**config.mk**
```make
export PLATFORM = sky130hd
export DESIGN_NAME = serial_reg_bank
export DESIGN_NICKNAME = d
export VERILOG_FILES = /design/src/core/serial_regs_pkg.sv /design/src/core/link_sampler.sv /design/src/core/ready_status.sv /design/src/core/serial_reg_bank.sv
export SDC_FILE = /design/constraint.sdc
export NUM_CORES = 1
export LEC_CHECK = 0
export ABC_AREA = 1
export BUFFER_PORTS_ARGS = -buffer_cell sky130_fd_sc_hd__buf_2
export CAP_MARGIN = 10
export CORE_MARGIN = 3
export CORE_UTILIZATION = 35
export DETAILED_ROUTE_END_ITERATION = 8
export GPL_TIMING_DRIVEN = 1
export PLACE_DENSITY_LB_ADDON = 0.25
export SLEW_MARGIN = 5
export SYNTH_ARGS = -nofsm -noshare
export SYNTH_HDL_FRONTEND = slang
export SYNTH_SLANG_ARGS = --single-unit
```
**constraint.sdc**
```tcl
create_clock -name CLK -period 4.95 [get_ports CLK]
set_input_delay 0.2475 -clock CLK [delete_from_list [all_inputs] [get_ports CLK]]
set_output_delay 0.2475 -clock CLK [all_outputs]
set_load 0.02 [all_outputs]
```
**src/core/serial_regs_pkg.sv**
```systemverilog
// Shared constants and types for the serial register-access front end
package serial_regs_pkg;
  // ---------------------------------------------------------------
  // Register addresses
  // ---------------------------------------------------------------
  localparam logic [5:0] ADDR_COMMAND      = 6'h00;
  localparam logic [5:0] ADDR_PORT_CFG     = 6'h01;
  localparam logic [5:0] ADDR_PART_ID      = 6'h02;
  localparam logic [5:0] ADDR_FACTORY_TEST = 6'h03;
  localparam logic [5:0] ADDR_READY_STATUS = 6'h04;
  localparam logic [5:0] ADDR_INTEGRITY    = 6'h05;
  localparam logic [5:0] ADDR_OFFSET_COEFF = 6'h06;
  localparam logic [5:0] ADDR_RESULT_A     = 6'h08;
  localparam logic [5:0] ADDR_RESULT_B     = 6'h0a;
  localparam logic [5:0] ADDR_MODE_A       = 6'h38;
  localparam logic [5:0] ADDR_MODE_B       = 6'h3a;

  // ---------------------------------------------------------------
  // Command byte fields
  // ---------------------------------------------------------------
  localparam int CMD_ZERO_BIT = 7;
  localparam int CMD_READ_BIT = 6;
  localparam int CMD_CHAN_BIT = 1;

  // ---------------------------------------------------------------
  // Port register fields and reset values
  // ---------------------------------------------------------------
  localparam int PIN_A_DATA_BIT   = 7;
  localparam int PIN_B_DATA_BIT   = 6;
  localparam int PIN_A_DIR_BIT    = 5;
  localparam int PIN_B_DIR_BIT    = 4;
  localparam int READY_POLICY_BIT = 3;
  localparam int SYNC_ENABLE_BIT  = 0;
  localparam logic [7:0] PORT_CFG_RESET = 8'h30;
  localparam logic [7:0] PORT_CFG_WMASK = 8'hf9;

  // Status bit positions
  localparam int PENDING_A_BIT = 0;
  localparam int PENDING_B_BIT = 2;
  localparam logic [7:0] READY_STATUS_RESET = 8'h00;

  // Coefficient and other resets
  localparam logic [23:0] OFFSET_COEFF_RESET = 24'h800000;
  localparam logic [23:0] TEST_RESET         = 24'h000000;
  localparam logic [15:0] INTEGRITY_RESET    = 16'h0000;
  localparam logic [3:0]  GENERIC_CODE       = 4'h5; // Arbitrary value

  // Recovery sequence length in serial clocks
  localparam logic [5:0] RECOVERY_CLOCKS = 6'd32;

  // Access widths in bits
  localparam logic [4:0] WIDTH_8  = 5'd8;
  localparam logic [4:0] WIDTH_16 = 5'd16;
  localparam logic [4:0] WIDTH_24 = 5'd24;

  // ---------------------------------------------------------------
  // Types
  // ---------------------------------------------------------------
  typedef enum logic [1:0] {
    PH_COMMAND = 2'b00,
    PH_WRITE   = 2'b01,
    PH_READ    = 2'b10
  } phase_t;

  typedef struct packed {
    logic sclk_rise;
    logic sclk_fall;
    logic din;
    logic cs_n;
  } link_sample_t;

  typedef struct packed {
    logic        pulse;
    logic [5:0]  addr;
    logic [23:0] data;
  } reg_write_t;
endpackage : serial_regs_pkg

```
**src/core/link_sampler.sv**
```systemverilog
// Two-stage synchroniser and edge finder for the serial link pins
`timescale 1ns/1ps
`default_nettype none
module link_sampler
  import serial_regs_pkg::*;
(
  // Clock and reset
  input  wire logic   CLK,
  input  wire logic   RESETN,
  // Raw pins
  input  wire logic   sclk_pin,
  input  wire logic   din_pin,
  input  wire logic   cs_n_pin,
  // Sampled view
  output link_sample_t smp
);
  typedef struct packed {
    logic [2:0] meta;
    logic [2:0] sync;
    logic       sclk_old;
  } sampler_state_t;

  sampler_state_t s_q;
  sampler_state_t s_d;

  // Next state: meta stage only feeds sync stage
  always_comb begin
    s_d          = s_q;
    s_d.meta     = {sclk_pin, din_pin, cs_n_pin};
    s_d.sync     = s_q.meta;
    s_d.sclk_old = s_q.sync[2];
  end

  // Registers; chip select idles high
  always_ff @(posedge CLK) begin
    if (!RESETN) begin
      s_q <= '{meta: 3'b001, sync: 3'b001, sclk_old: 1'b0};
    end else begin
      s_q <= s_d;
    end
  end

  // Edges are judged only on the second stage
  assign smp.sclk_rise = s_q.sync[2] & ~s_q.sclk_old;
  assign smp.sclk_fall = ~s_q.sync[2] & s_q.sclk_old;
  assign smp.din       = s_q.sync[1];
  assign smp.cs_n      = s_q.sync[0];
endmodule : link_sampler
`default_nettype wire

```
**src/core/ready_status.sv**
```systemverilog
// Per-channel result-pending flags and the ready pin policy
`timescale 1ns/1ps
`default_nettype none
module ready_status
  import serial_regs_pkg::*;
(
  // Clock and reset
  input  wire logic       CLK,
  input  wire logic       RESETN,
  // Events
  input  wire logic [1:0] load_pulse,
  input  wire logic [1:0] read_pulse,
  input  wire logic       mode_write,
  input  wire logic       cal_busy,
  input  wire logic       cal_done,
  // Policy
  input  wire logic       all_policy,
  input  wire logic [1:0] chan_enable,
  // Results
  output logic      [1:0] pending,
  output logic            ready_n
);
  typedef struct packed {
    logic [1:0] pend;
    logic [1:0] was_loaded;
  } rdy_state_t;

  rdy_state_t s_q;
  rdy_state_t s_d;

  // A load in the same cycle as a read wins, so pend ends high
  always_comb begin
    s_d = s_q;
    for (int i = 0; i < 2; i++) begin
      if (read_pulse[i]) begin
        s_d.pend[i] = 1'b0;
      end
      if (load_pulse[i]) begin
        s_d.was_loaded[i] = s_q.pend[i];
        s_d.pend[i]       = 1'b1;
      end
    end
    if (mode_write || cal_busy) begin
      s_d.pend = 2'b00;
    end
    if (cal_done) begin
      s_d.pend = 2'b11;
    end
  end

  always_ff @(posedge CLK) begin
    if (!RESETN) begin
      s_q <= '0;
    end else begin
      s_q <= s_d;
    end
  end

  assign pending = s_q.pend;
  // Ready pin: any pending, or every enabled channel pending
  assign ready_n = all_policy ? ~((&(s_q.pend | ~chan_enable)) & (|chan_enable))
                              : ~(|s_q.pend);

  chk_read_clears: assert property (@(posedge CLK) disable iff (!RESETN)
    read_pulse[0] && !load_pulse[0] && !cal_done |=> !pending[0])
    else $error("read did not clear pending flag");
  chk_load_sets: assert property (@(posedge CLK) disable iff (!RESETN)
    load_pulse[1] && !mode_write && !cal_busy |=> pending[1])
    else $error("load did not set pending flag");
  chk_mode_clears: assert property (@(posedge CLK) disable iff (!RESETN)
    mode_write && !cal_done |=> pending == 2'b00)
    else $error("mode write did not clear status");
  chk_cal_done_sets: assert property (@(posedge CLK) disable iff (!RESETN)
    cal_done |=> pending == 2'b11)
    else $error("calibration end did not set status");
  chk_any_policy: assert property (@(posedge CLK) disable iff (!RESETN)
    !all_policy && pending != 2'b00 |-> !ready_n)
    else $error("ready pin not asserted with pending data");
  cov_cal_done: cover property (@(posedge CLK) disable iff (!RESETN) cal_done);
endmodule : ready_status
`default_nettype wire

```
**src/core/serial_reg_bank.sv**
```systemverilog
// Serial register-access front end with general-purpose registers
`timescale 1ns/1ps
`default_nettype none
// How it works
// - After reset and each completed access, the interface awaits a command byte.
// - Thirty-two clocks with data high and select low reset everything.
// - Command: bit 7 zero, bit 6 read flag, bits 5..0 address.
// - Address bit 1 selects channel; mode writes pick the channel too.
// - Port data bits drive output pins and read back input pins.
// - Direction bits 5 and 4: one means input; both reset to one.
// - Ready policy bit chooses any-pending or all-enabled-pending for ready pin.
// - Sync-enable bit 0 resets low; high gives the shared pin to sync.
// - Port register resets to 30h plus pin levels in data bits.
// - Identification returns revision in bits 7..4, generic code in 3..0.
// - A finished conversion updates the result and sets its pending flag.
// - Reading a channel result clears its pending flag.
// - Loading over an unread result leaves the flag set.
// - Any mode register write clears the whole status register.
// - Calibration holds status at zero, then sets both pending bits when done.
// - Status bit 0 is channel A, bit 2 channel B; resets to 00h.
// - Offset coefficient resets to 800000h, loaded by zero-scale self-calibration.
module serial_reg_bank
  import serial_regs_pkg::*;
#(
  parameter logic [3:0] REVISION = 4'h0 // Arbitrary value
) (
  // Clock and reset
  input  wire logic        CLK,
  input  wire logic        RESETN,
  // Serial link
  input  wire logic        SCLK,
  input  wire logic        DIN,
  input  wire logic        CS_N,
  output logic             DOUT,
  output logic             DOUT_OE,
  // General-purpose pins
  input  wire logic        PIN_A_I,
  output logic             PIN_A_O,
  output logic             PIN_A_OE,
  input  wire logic        PIN_B_I,
  output logic             PIN_B_O,
  output logic             PIN_B_OE,
  output logic             SYNC_ENABLE,
  // Ready pin
  output logic             READY_N,
  // Conversion datapath
  input  wire logic [1:0]  RESULT_LOAD,
  input  wire logic [23:0] RESULT_A,
  input  wire logic [23:0] RESULT_B,
  input  wire logic [1:0]  CHAN_ENABLE,
  input  wire logic        CAL_BUSY,
  input  wire logic        CAL_DONE,
  input  wire logic        OFFSET_CAL_DONE,
  input  wire logic [23:0] OFFSET_CAL_VALUE,
  output logic             SYS_RESET,
  output reg_write_t       REG_WRITE,
  output logic             MODE_CHANNEL
);
  // -----------------------------------------------------------------
  // State
  // -----------------------------------------------------------------
  typedef struct packed {
    phase_t      phase;
    logic [5:0]  addr;
    logic [4:0]  bit_cnt;
    logic [4:0]  width;
    logic [23:0] shift;
    logic [5:0]  ones_cnt;
    logic [7:0]  port_cfg;
    logic [23:0] test_reg;
    logic [15:0] integrity;
    logic [23:0] offset_coeff;
    logic        strap_pending;
    logic        dout;
    logic        dout_oe;
    logic        sys_reset;
    logic        mode_chan;
    reg_write_t  wr;
    logic [1:0]  rd_pulse;
    logic        mode_wr;
  } bank_state_t;

  bank_state_t  s_q;
  bank_state_t  s_d;
  link_sample_t smp;
  logic [1:0]   pin_meta_q;
  logic [1:0]   pin_sync_q;
  logic [1:0]   pending;
  logic [7:0]   status_byte;
  logic [7:0]   port_view;
  logic [7:0]   part_id;
  logic [23:0]  read_word;
  logic [4:0]   access_width;
  logic         ro_target;

  // -----------------------------------------------------------------
  // Pin sampling
  // -----------------------------------------------------------------
  link_sampler u_link (
    .CLK      (CLK),
    .RESETN   (RESETN),
    .sclk_pin (SCLK),
    .din_pin  (DIN),
    .cs_n_pin (CS_N),
    .smp      (smp)
  );

  // Port pins cross in through two flops; left running through reset so
  // the strap capture just after release sees real pin levels, not zeros
  always_ff @(posedge CLK) begin
    pin_meta_q <= {PIN_A_I, PIN_B_I};
    pin_sync_q <= pin_meta_q;
  end

  // -----------------------------------------------------------------
  // Read views
  // -----------------------------------------------------------------
  // Input pins read their level, output pins their driven bit
  always_comb begin
    port_view = s_q.port_cfg;
    if (s_q.port_cfg[PIN_A_DIR_BIT]) begin
      port_view[PIN_A_DATA_BIT] = pin_sync_q[1];
    end
    if (s_q.port_cfg[PIN_B_DIR_BIT]) begin
      port_view[PIN_B_DATA_BIT] = pin_sync_q[0];
    end
  end

  assign part_id = {REVISION, GENERIC_CODE};

  // Pending flags sit at their own bit positions
  always_comb begin
    status_byte                = READY_STATUS_RESET;
    status_byte[PENDING_A_BIT] = pending[0];
    status_byte[PENDING_B_BIT] = pending[1];
  end

  // Register width and source per address, MSB aligned at bit 23
  always_comb begin
    ro_target    = 1'b0;
    access_width = WIDTH_8;
    read_word    = '0;
    unique case (s_q.addr)
      ADDR_PORT_CFG: begin
        read_word = {port_view, 16'h0000};
      end
      ADDR_PART_ID: begin
        read_word = {part_id, 16'h0000};
        ro_target = 1'b1;
      end
      ADDR_FACTORY_TEST: begin
        read_word    = s_q.test_reg;
        access_width = WIDTH_24;
      end
      ADDR_READY_STATUS: begin
        read_word = {status_byte, 16'h0000};
        ro_target = 1'b1;
      end
      ADDR_INTEGRITY: begin
        read_word    = {s_q.integrity, 8'h00};
        access_width = WIDTH_16;
      end
      ADDR_OFFSET_COEFF: begin
        read_word    = s_q.offset_coeff;
        access_width = WIDTH_24;
      end
      ADDR_RESULT_A: begin
        read_word    = RESULT_A;
        access_width = WIDTH_24;
        ro_target    = 1'b1;
      end
      ADDR_RESULT_B: begin
        read_word    = RESULT_B;
        access_width = WIDTH_24;
        ro_target    = 1'b1;
      end
      default: begin
        read_word = '0;
      end
    endcase
  end

  // -----------------------------------------------------------------
  // Serial engine
  // -----------------------------------------------------------------
  // Data is taken on rising clock, shifted out on falling clock
  always_comb begin
    s_d          = s_q;
    s_d.wr.pulse = 1'b0;
    s_d.rd_pulse = 2'b00;
    s_d.mode_wr  = 1'b0;
    s_d.sys_reset = 1'b0;

    // Pin levels are caught one cycle after reset release
    if (s_q.strap_pending) begin
      s_d.strap_pending                 = 1'b0;
      s_d.port_cfg[PIN_A_DATA_BIT]      = pin_sync_q[1];
      s_d.port_cfg[PIN_B_DATA_BIT]      = pin_sync_q[0];
    end

    // Deselect abandons any access half way
    if (smp.cs_n) begin
      s_d.phase    = PH_COMMAND;
      s_d.bit_cnt  = '0;
      s_d.dout_oe  = 1'b0;
      s_d.ones_cnt = '0; // Recovery ones only count while selected
    end else if (smp.sclk_rise) begin
      s_d.shift   = {s_q.shift[22:0], smp.din};
      s_d.bit_cnt = s_q.bit_cnt + 5'd1;
      s_d.ones_cnt = smp.din ? s_q.ones_cnt + 6'd1 : 6'd0;
      unique case (s_q.phase)
        PH_COMMAND: begin
          if (s_q.bit_cnt == 5'd7) begin
            s_d.bit_cnt = '0;
            s_d.addr    = {s_q.shift[4:0], smp.din};
            if (s_q.shift[6] != 1'b0) begin
              s_d.phase = PH_COMMAND; // Illegal top bit: stay put
            end else if (s_q.shift[5]) begin
              s_d.phase = PH_READ;
            end else begin
              s_d.phase = PH_WRITE;
            end
          end
        end
        PH_WRITE: begin
          if (s_q.bit_cnt == access_width - 5'd1) begin
            s_d.phase        = PH_COMMAND;
            s_d.bit_cnt      = '0;
            s_d.wr.pulse     = 1'b1;
            s_d.wr.addr      = s_q.addr;
            s_d.wr.data      = {s_q.shift[22:0], smp.din};
            s_d.mode_chan    = (s_q.addr == ADDR_MODE_A || s_q.addr == ADDR_MODE_B)
                               ? s_q.addr[CMD_CHAN_BIT] : s_q.mode_chan;
            s_d.mode_wr      = (s_q.addr == ADDR_MODE_A || s_q.addr == ADDR_MODE_B);
            if (!ro_target) begin
              unique case (s_q.addr)
                ADDR_PORT_CFG:     s_d.port_cfg = {s_q.shift[6:0], smp.din} & PORT_CFG_WMASK;
                ADDR_FACTORY_TEST: s_d.test_reg = {s_q.shift[22:0], smp.din};
                ADDR_INTEGRITY:    s_d.integrity = {s_q.shift[14:0], smp.din};
                ADDR_OFFSET_COEFF: s_d.offset_coeff = {s_q.shift[22:0], smp.din};
                default:           s_d.port_cfg = s_q.port_cfg;
              endcase
            end
          end
        end
        PH_READ: begin
          if (s_q.bit_cnt == access_width - 5'd1) begin
            s_d.phase   = PH_COMMAND;
            s_d.bit_cnt = '0;
            s_d.rd_pulse = {s_q.addr == ADDR_RESULT_B, s_q.addr == ADDR_RESULT_A};
          end
        end
        default: begin
          s_d.phase = PH_COMMAND;
        end
      endcase
      // Recovery sequence overrides everything
      if (smp.din && s_q.ones_cnt == RECOVERY_CLOCKS - 6'd1) begin
        s_d.sys_reset = 1'b1;
      end
    end else if (smp.sclk_fall) begin
      s_d.dout_oe = (s_q.phase == PH_READ);
      s_d.dout    = read_word[5'd23 - s_q.bit_cnt];
    end

    // Self-calibration loads the offset coefficient
    if (OFFSET_CAL_DONE) begin
      s_d.offset_coeff = OFFSET_CAL_VALUE;
    end
  end

  // Registers; recovery reset behaves as a full reset
  always_ff @(posedge CLK) begin
    if (!RESETN || s_q.sys_reset) begin
      s_q              <= '0;
      s_q.phase        <= PH_COMMAND;
      s_q.port_cfg     <= PORT_CFG_RESET;
      s_q.test_reg     <= TEST_RESET;
      s_q.integrity    <= INTEGRITY_RESET;
      s_q.offset_coeff <= OFFSET_COEFF_RESET;
      s_q.strap_pending <= 1'b1;
      s_q.sys_reset    <= 1'b0; // One-cycle pulse, never self-sustaining
    end else begin
      s_q <= s_d;
    end
  end

  // -----------------------------------------------------------------
  // Status flags
  // -----------------------------------------------------------------
  ready_status u_ready (
    .CLK         (CLK),
    .RESETN      (RESETN && !s_q.sys_reset),
    .load_pulse  (RESULT_LOAD),
    .read_pulse  (s_q.rd_pulse),
    .mode_write  (s_q.mode_wr),
    .cal_busy    (CAL_BUSY),
    .cal_done    (CAL_DONE),
    .all_policy  (s_q.port_cfg[READY_POLICY_BIT]),
    .chan_enable (CHAN_ENABLE),
    .pending     (pending),
    .ready_n     (READY_N)
  );

  // -----------------------------------------------------------------
  // Outputs
  // -----------------------------------------------------------------
  assign DOUT         = s_q.dout;
  assign DOUT_OE      = s_q.dout_oe;
  assign PIN_A_O      = s_q.port_cfg[PIN_A_DATA_BIT];
  assign PIN_A_OE     = ~s_q.port_cfg[PIN_A_DIR_BIT];
  assign PIN_B_O      = s_q.port_cfg[PIN_B_DATA_BIT];
  assign PIN_B_OE     = ~s_q.port_cfg[PIN_B_DIR_BIT] & ~s_q.port_cfg[SYNC_ENABLE_BIT];
  assign SYNC_ENABLE  = s_q.port_cfg[SYNC_ENABLE_BIT];
  assign SYS_RESET    = s_q.sys_reset;
  assign REG_WRITE    = s_q.wr;
  assign MODE_CHANNEL = s_q.mode_chan;

  // -----------------------------------------------------------------
  // Checks
  // -----------------------------------------------------------------
  chk_recovery_reset: assert property (@(posedge CLK) disable iff (!RESETN)
    s_q.sys_reset |=> s_q.phase == PH_COMMAND && s_q.port_cfg == PORT_CFG_RESET
                      && s_q.offset_coeff == OFFSET_COEFF_RESET && !s_q.sys_reset)
    else $error("recovery did not reset registers");
  chk_deselect_idle: assert property (@(posedge CLK) disable iff (!RESETN)
    smp.cs_n |=> s_q.phase == PH_COMMAND)
    else $error("interface not back to command phase");
  chk_dir_enable: assert property (@(posedge CLK) disable iff (!RESETN)
    !$past(RESETN) |-> !PIN_A_OE && !PIN_B_OE)
    else $error("pins not inputs after reset");
  chk_zero_bits: assert property (@(posedge CLK) disable iff (!RESETN)
    s_q.port_cfg[2:1] == 2'b00)
    else $error("reserved port bits set");
  chk_ro_kept: assert property (@(posedge CLK) disable iff (!RESETN)
    s_q.wr.pulse && (s_q.wr.addr == ADDR_PART_ID || s_q.wr.addr == ADDR_READY_STATUS)
    |-> $stable(s_q.port_cfg) && $stable(s_q.offset_coeff) && $stable(s_q.test_reg))
    else $error("read-only write disturbed registers");
  cov_write: cover property (@(posedge CLK) s_q.wr.pulse);
  cov_read_done: cover property (@(posedge CLK) s_q.rd_pulse != 2'b00);
  cov_recovery: cover property (@(posedge CLK) s_q.sys_reset);
endmodule : serial_reg_bank
`default_nettype wire

```
==> flow_summary.ini <==
[timing]
fin_skew_ns = 0.00904
fmax_mhz = 290
finalCritPeriodShare_pct = 69.7
rsz0062_at_grt = no
hold_violations = 0
finalSetupViolCount = 0
report.final.slew_viol_count = 0
slew_headroom_pct = 28.1
period_needed_ns = 3.45
setup_tns_ns = 0
worst_pin_slew_ns = 1.08

[final_layout]
area_growth_pct = 15.3
final-seq-area_um2 = 3280
drive_gt1_share_pct = 17.7
nets = 1272
antennaDiodeCount = 0
multiInputGateArea_um2 = 3680
num-fill-cells = 2356

[clocking]
clock_latency_ns = 0.43
cts.sinks = 164
cts_resized = 0
h-tree-depth = 4
cts_setup_buffers = 0
path_clk_slew_ns = 0.07
root_buffer = clkbuf_16
clockBufferDepth = 2
cts_tree = yes
numCtsBuffers = 17

[floorplan]
core_um2 = 22000
die_w_um = 156
placementRows = 54
start_util_pct = 35.8
pin_count = 127
die_area_um2 = 24400
die_h_um = 156

[yosys]
synth_edf_count = 0
synth_cells = 1106
async_flop_share_pct = 0
syn_nets = 1198
synth_cell_types = 42
synth_seq_cells = 164
yosysSeqAreaShare_pct = 41.6
synth.avg_cell_area_um2 = 7.14
yosys_warnings = 0
synthFlopType = dfxtp_1
syn_area_um2 = 7890

[worst_setup_path]
cp_max_fo = 40
cp.required_ns = 5.28
crit_path_end_kind = register
worstPathArrival_ns = 3.78
critPathLaunchType = register
crit_type = register to register
regToRegSetupSlack_ns = 1.50

[pwr]
vdd_drop_max_v = 0.000236
power.total_mw = 2.90
p_leak_nw = 3.85
power.density_nw_per_um2 = 319

[global_route]
gr-usage-met1_pct = 27.9
grt_max_degree = 64
met3_usage_pct = 5.44
gr-usage-met2_pct = 32.6
grt_usage_pct = 20.6
busiest_layer = met2
grt_pass1_vias = 6995
antenna_found_initial = 0
overflow = 0
grt_pass1_wl_um = 38700

[route]
vias = 7372
wire_per_inst_um = 17.1
wl_um = 25200
postRouteAntennaNets = 0
drt_iter0_markers = 595
drc = 0
viasPerCell = 5.00
drt_pass1_iterations = 5

[job]
maxCapViolations = 0

[placement]
port_buffers = 126
dpl.hpwl_um = 18300
gp_congestion = 0.962

[outcome]
status = finished, final reports clean

[worst_hold_path]
min_path_type = primary input to register
==> path summary, 6_finish.rpt <==
| kind | from | endpoint | cells past startpoint |
|---|---|---|---|
| setup / recovery | u_link.s_d[0]$_SDFF_PN0_ | s_q[41]$_SDFFE_PN0P_ | 11 |
| hold / removal | RESETN | u_link.s_d[0]$_SDFF_PN0_ | 3 |
| setup reg to reg | u_link.s_d[0]$_SDFF_PN0_ | s_q[41]$_SDFFE_PN0P_ | 11 |
| hold reg to reg | pin_meta_q[0]$_DFF_P_ | pin_sync_q[0]$_DFF_P_ | 0 |
==> per-layer routing <==
| metal | routed length (um) | vias to the layer above |
|---|---|---|
| li1 | - | 3749 |
| met1 | 11700 | 3371 |
| met2 | 11300 | 223 |
| met3 | 1710 | 29 |
| met4 | 481 | 0 |
| met5 | 0 | - |
==> repair_timing <==
action / in CTS / in global routing
hold endpoints to repair: 5 / 0
endpoints found under the setup margin: 0 / 0
hold buffers: 5 / 0
==> kinds of logic (layout without fill, tap and decap cells) <==
family / count (synthesis) / in the layout / synth area share [%]
AND/OR/NAND/NOR: 449 / 449 / 25.4
AO/OA/AOI/OAI: 274 / 274 / 18.3
buffers and inverters: 199 / 286 / 12.0
XOR/XNOR: 3 / 3 / 0.333
adder cells (fa/ha/maj): 6 / 6 / 0.951
multiplexers: 11 / 11 / 1.39
flip-flops: 164 / 164 / 41.6
==> sequential cells by signal, summed over array words and instances (netlist names) <==
signal and flops:
u_link.s_q 1, PIN_B_O 1, SYS_RESET 1, DOUT 1, u_link.s_d 4, DOUT_OE 1
pin_sync_q 2, REG_WRITE 31, u_ready.pending 2, SYNC_ENABLE 1, s_q 110, PIN_A_O 1
u_link.smp 2, MODE_CHANNEL 1, port_view 3, pin_meta_q 2
==> Yosys cell counts, types with 2 or more instances <==
cell type	count	area share [%]
inv_1	107	5.1
inv_2	9	0.43
or2_2	2	0.16
mux2i_1	11	1.4
ha_1	6	0.95
xor2_1	2	0.22
a21oi_1	104	6.6
nand2_4	5	0.71
nor3_1	18	1.1
nor3_2	4	0.51
a211oi_1	3	0.29
buf_6	6	0.86
o211ai_1	8	0.76
nand2_2	4	0.32
clkbuf_1	21	1.0
nand2_1	220	10
buf_1	3	0.14
buf_4	32	3.0
nand4_1	7	0.55
a21oi_2	10	1.1
nor3b_1	2	0.19
dfxtp_1	164	42
nor2_8	3	0.76
clkinv_1	2	0.095
nor2_4	2	0.29
nand3_1	73	4.6
o21ai_0	115	7.3
nand3_2	2	0.25
o21ai_1	29	1.8
nor2_2	4	0.32
nor2_1	100	4.8
buf_2	17	1.1
a22oi_1	2	0.19
==> area by class of cell <==
class | instances | share of cell area [%]
multi-input combinational | 743 | 40.5
sequential | 164 | 36.1
timing repair buffer | 136 | 7.89
clock buffer | 20 | 5.02
inverter | 118 | 4.87
tap | 280 | 3.85
clock inverter | 12 | 1.82
==> through the flow <==
stage	setup slack (ns)	hold WS (ns)	util (%)	std cells	instance area, um2
2_1_floorplan	2.94	0.275	-	1106	7890
5_1_grt	1.12	0.0609	41.3	1473	9100
3_5_place_dp	1.54	0.312	38.3	1436	8430
4_1_cts	1.52	0.0637	41.3	1473	9100
6_report	1.50	0.0744	41.3	1473	9100
3_3_place_gp	1.63	0.310	38.3	1436	8430
==> power breakdown <==
group,internal (mW),leakage (nW),switching [mW]
sequential,1.34,1.33,0.0169
combinational,0.0542,2.22,0.0802
clock,0.832,0.300,0.575
==> worst max-delay path: stages, from the launching register on <==
cell and delay [ns]:
dfxtp_1 0.32, inv_1 0.06, nor2_1 0.51, nand2_1 0.10, nor2_1 0.40, nand2_2 0.63
nor2_8 0.41, nand2_4 0.07, nand2_4 0.41, inv_2 0.17, nor2_1 0.16, nor2_1 0.05
==> cell usage in the layout, fill, tap and decap left out, types with 7 or more instances in the layout <==
master     count
o21ai_0      115
mux2i_1       11
nor3_1        18
clkbuf_16     17
inv_1        107
a21oi_1      104
o21ai_1       29
buf_2        126
inv_2          9
dfxtp_1      164
a21oi_2       10
nand3_1       73
o211ai_1       8
nor2_1        97
nand4_1        7
nand2_1      220
Note: power is estimated with default switching activity, not from simulation.
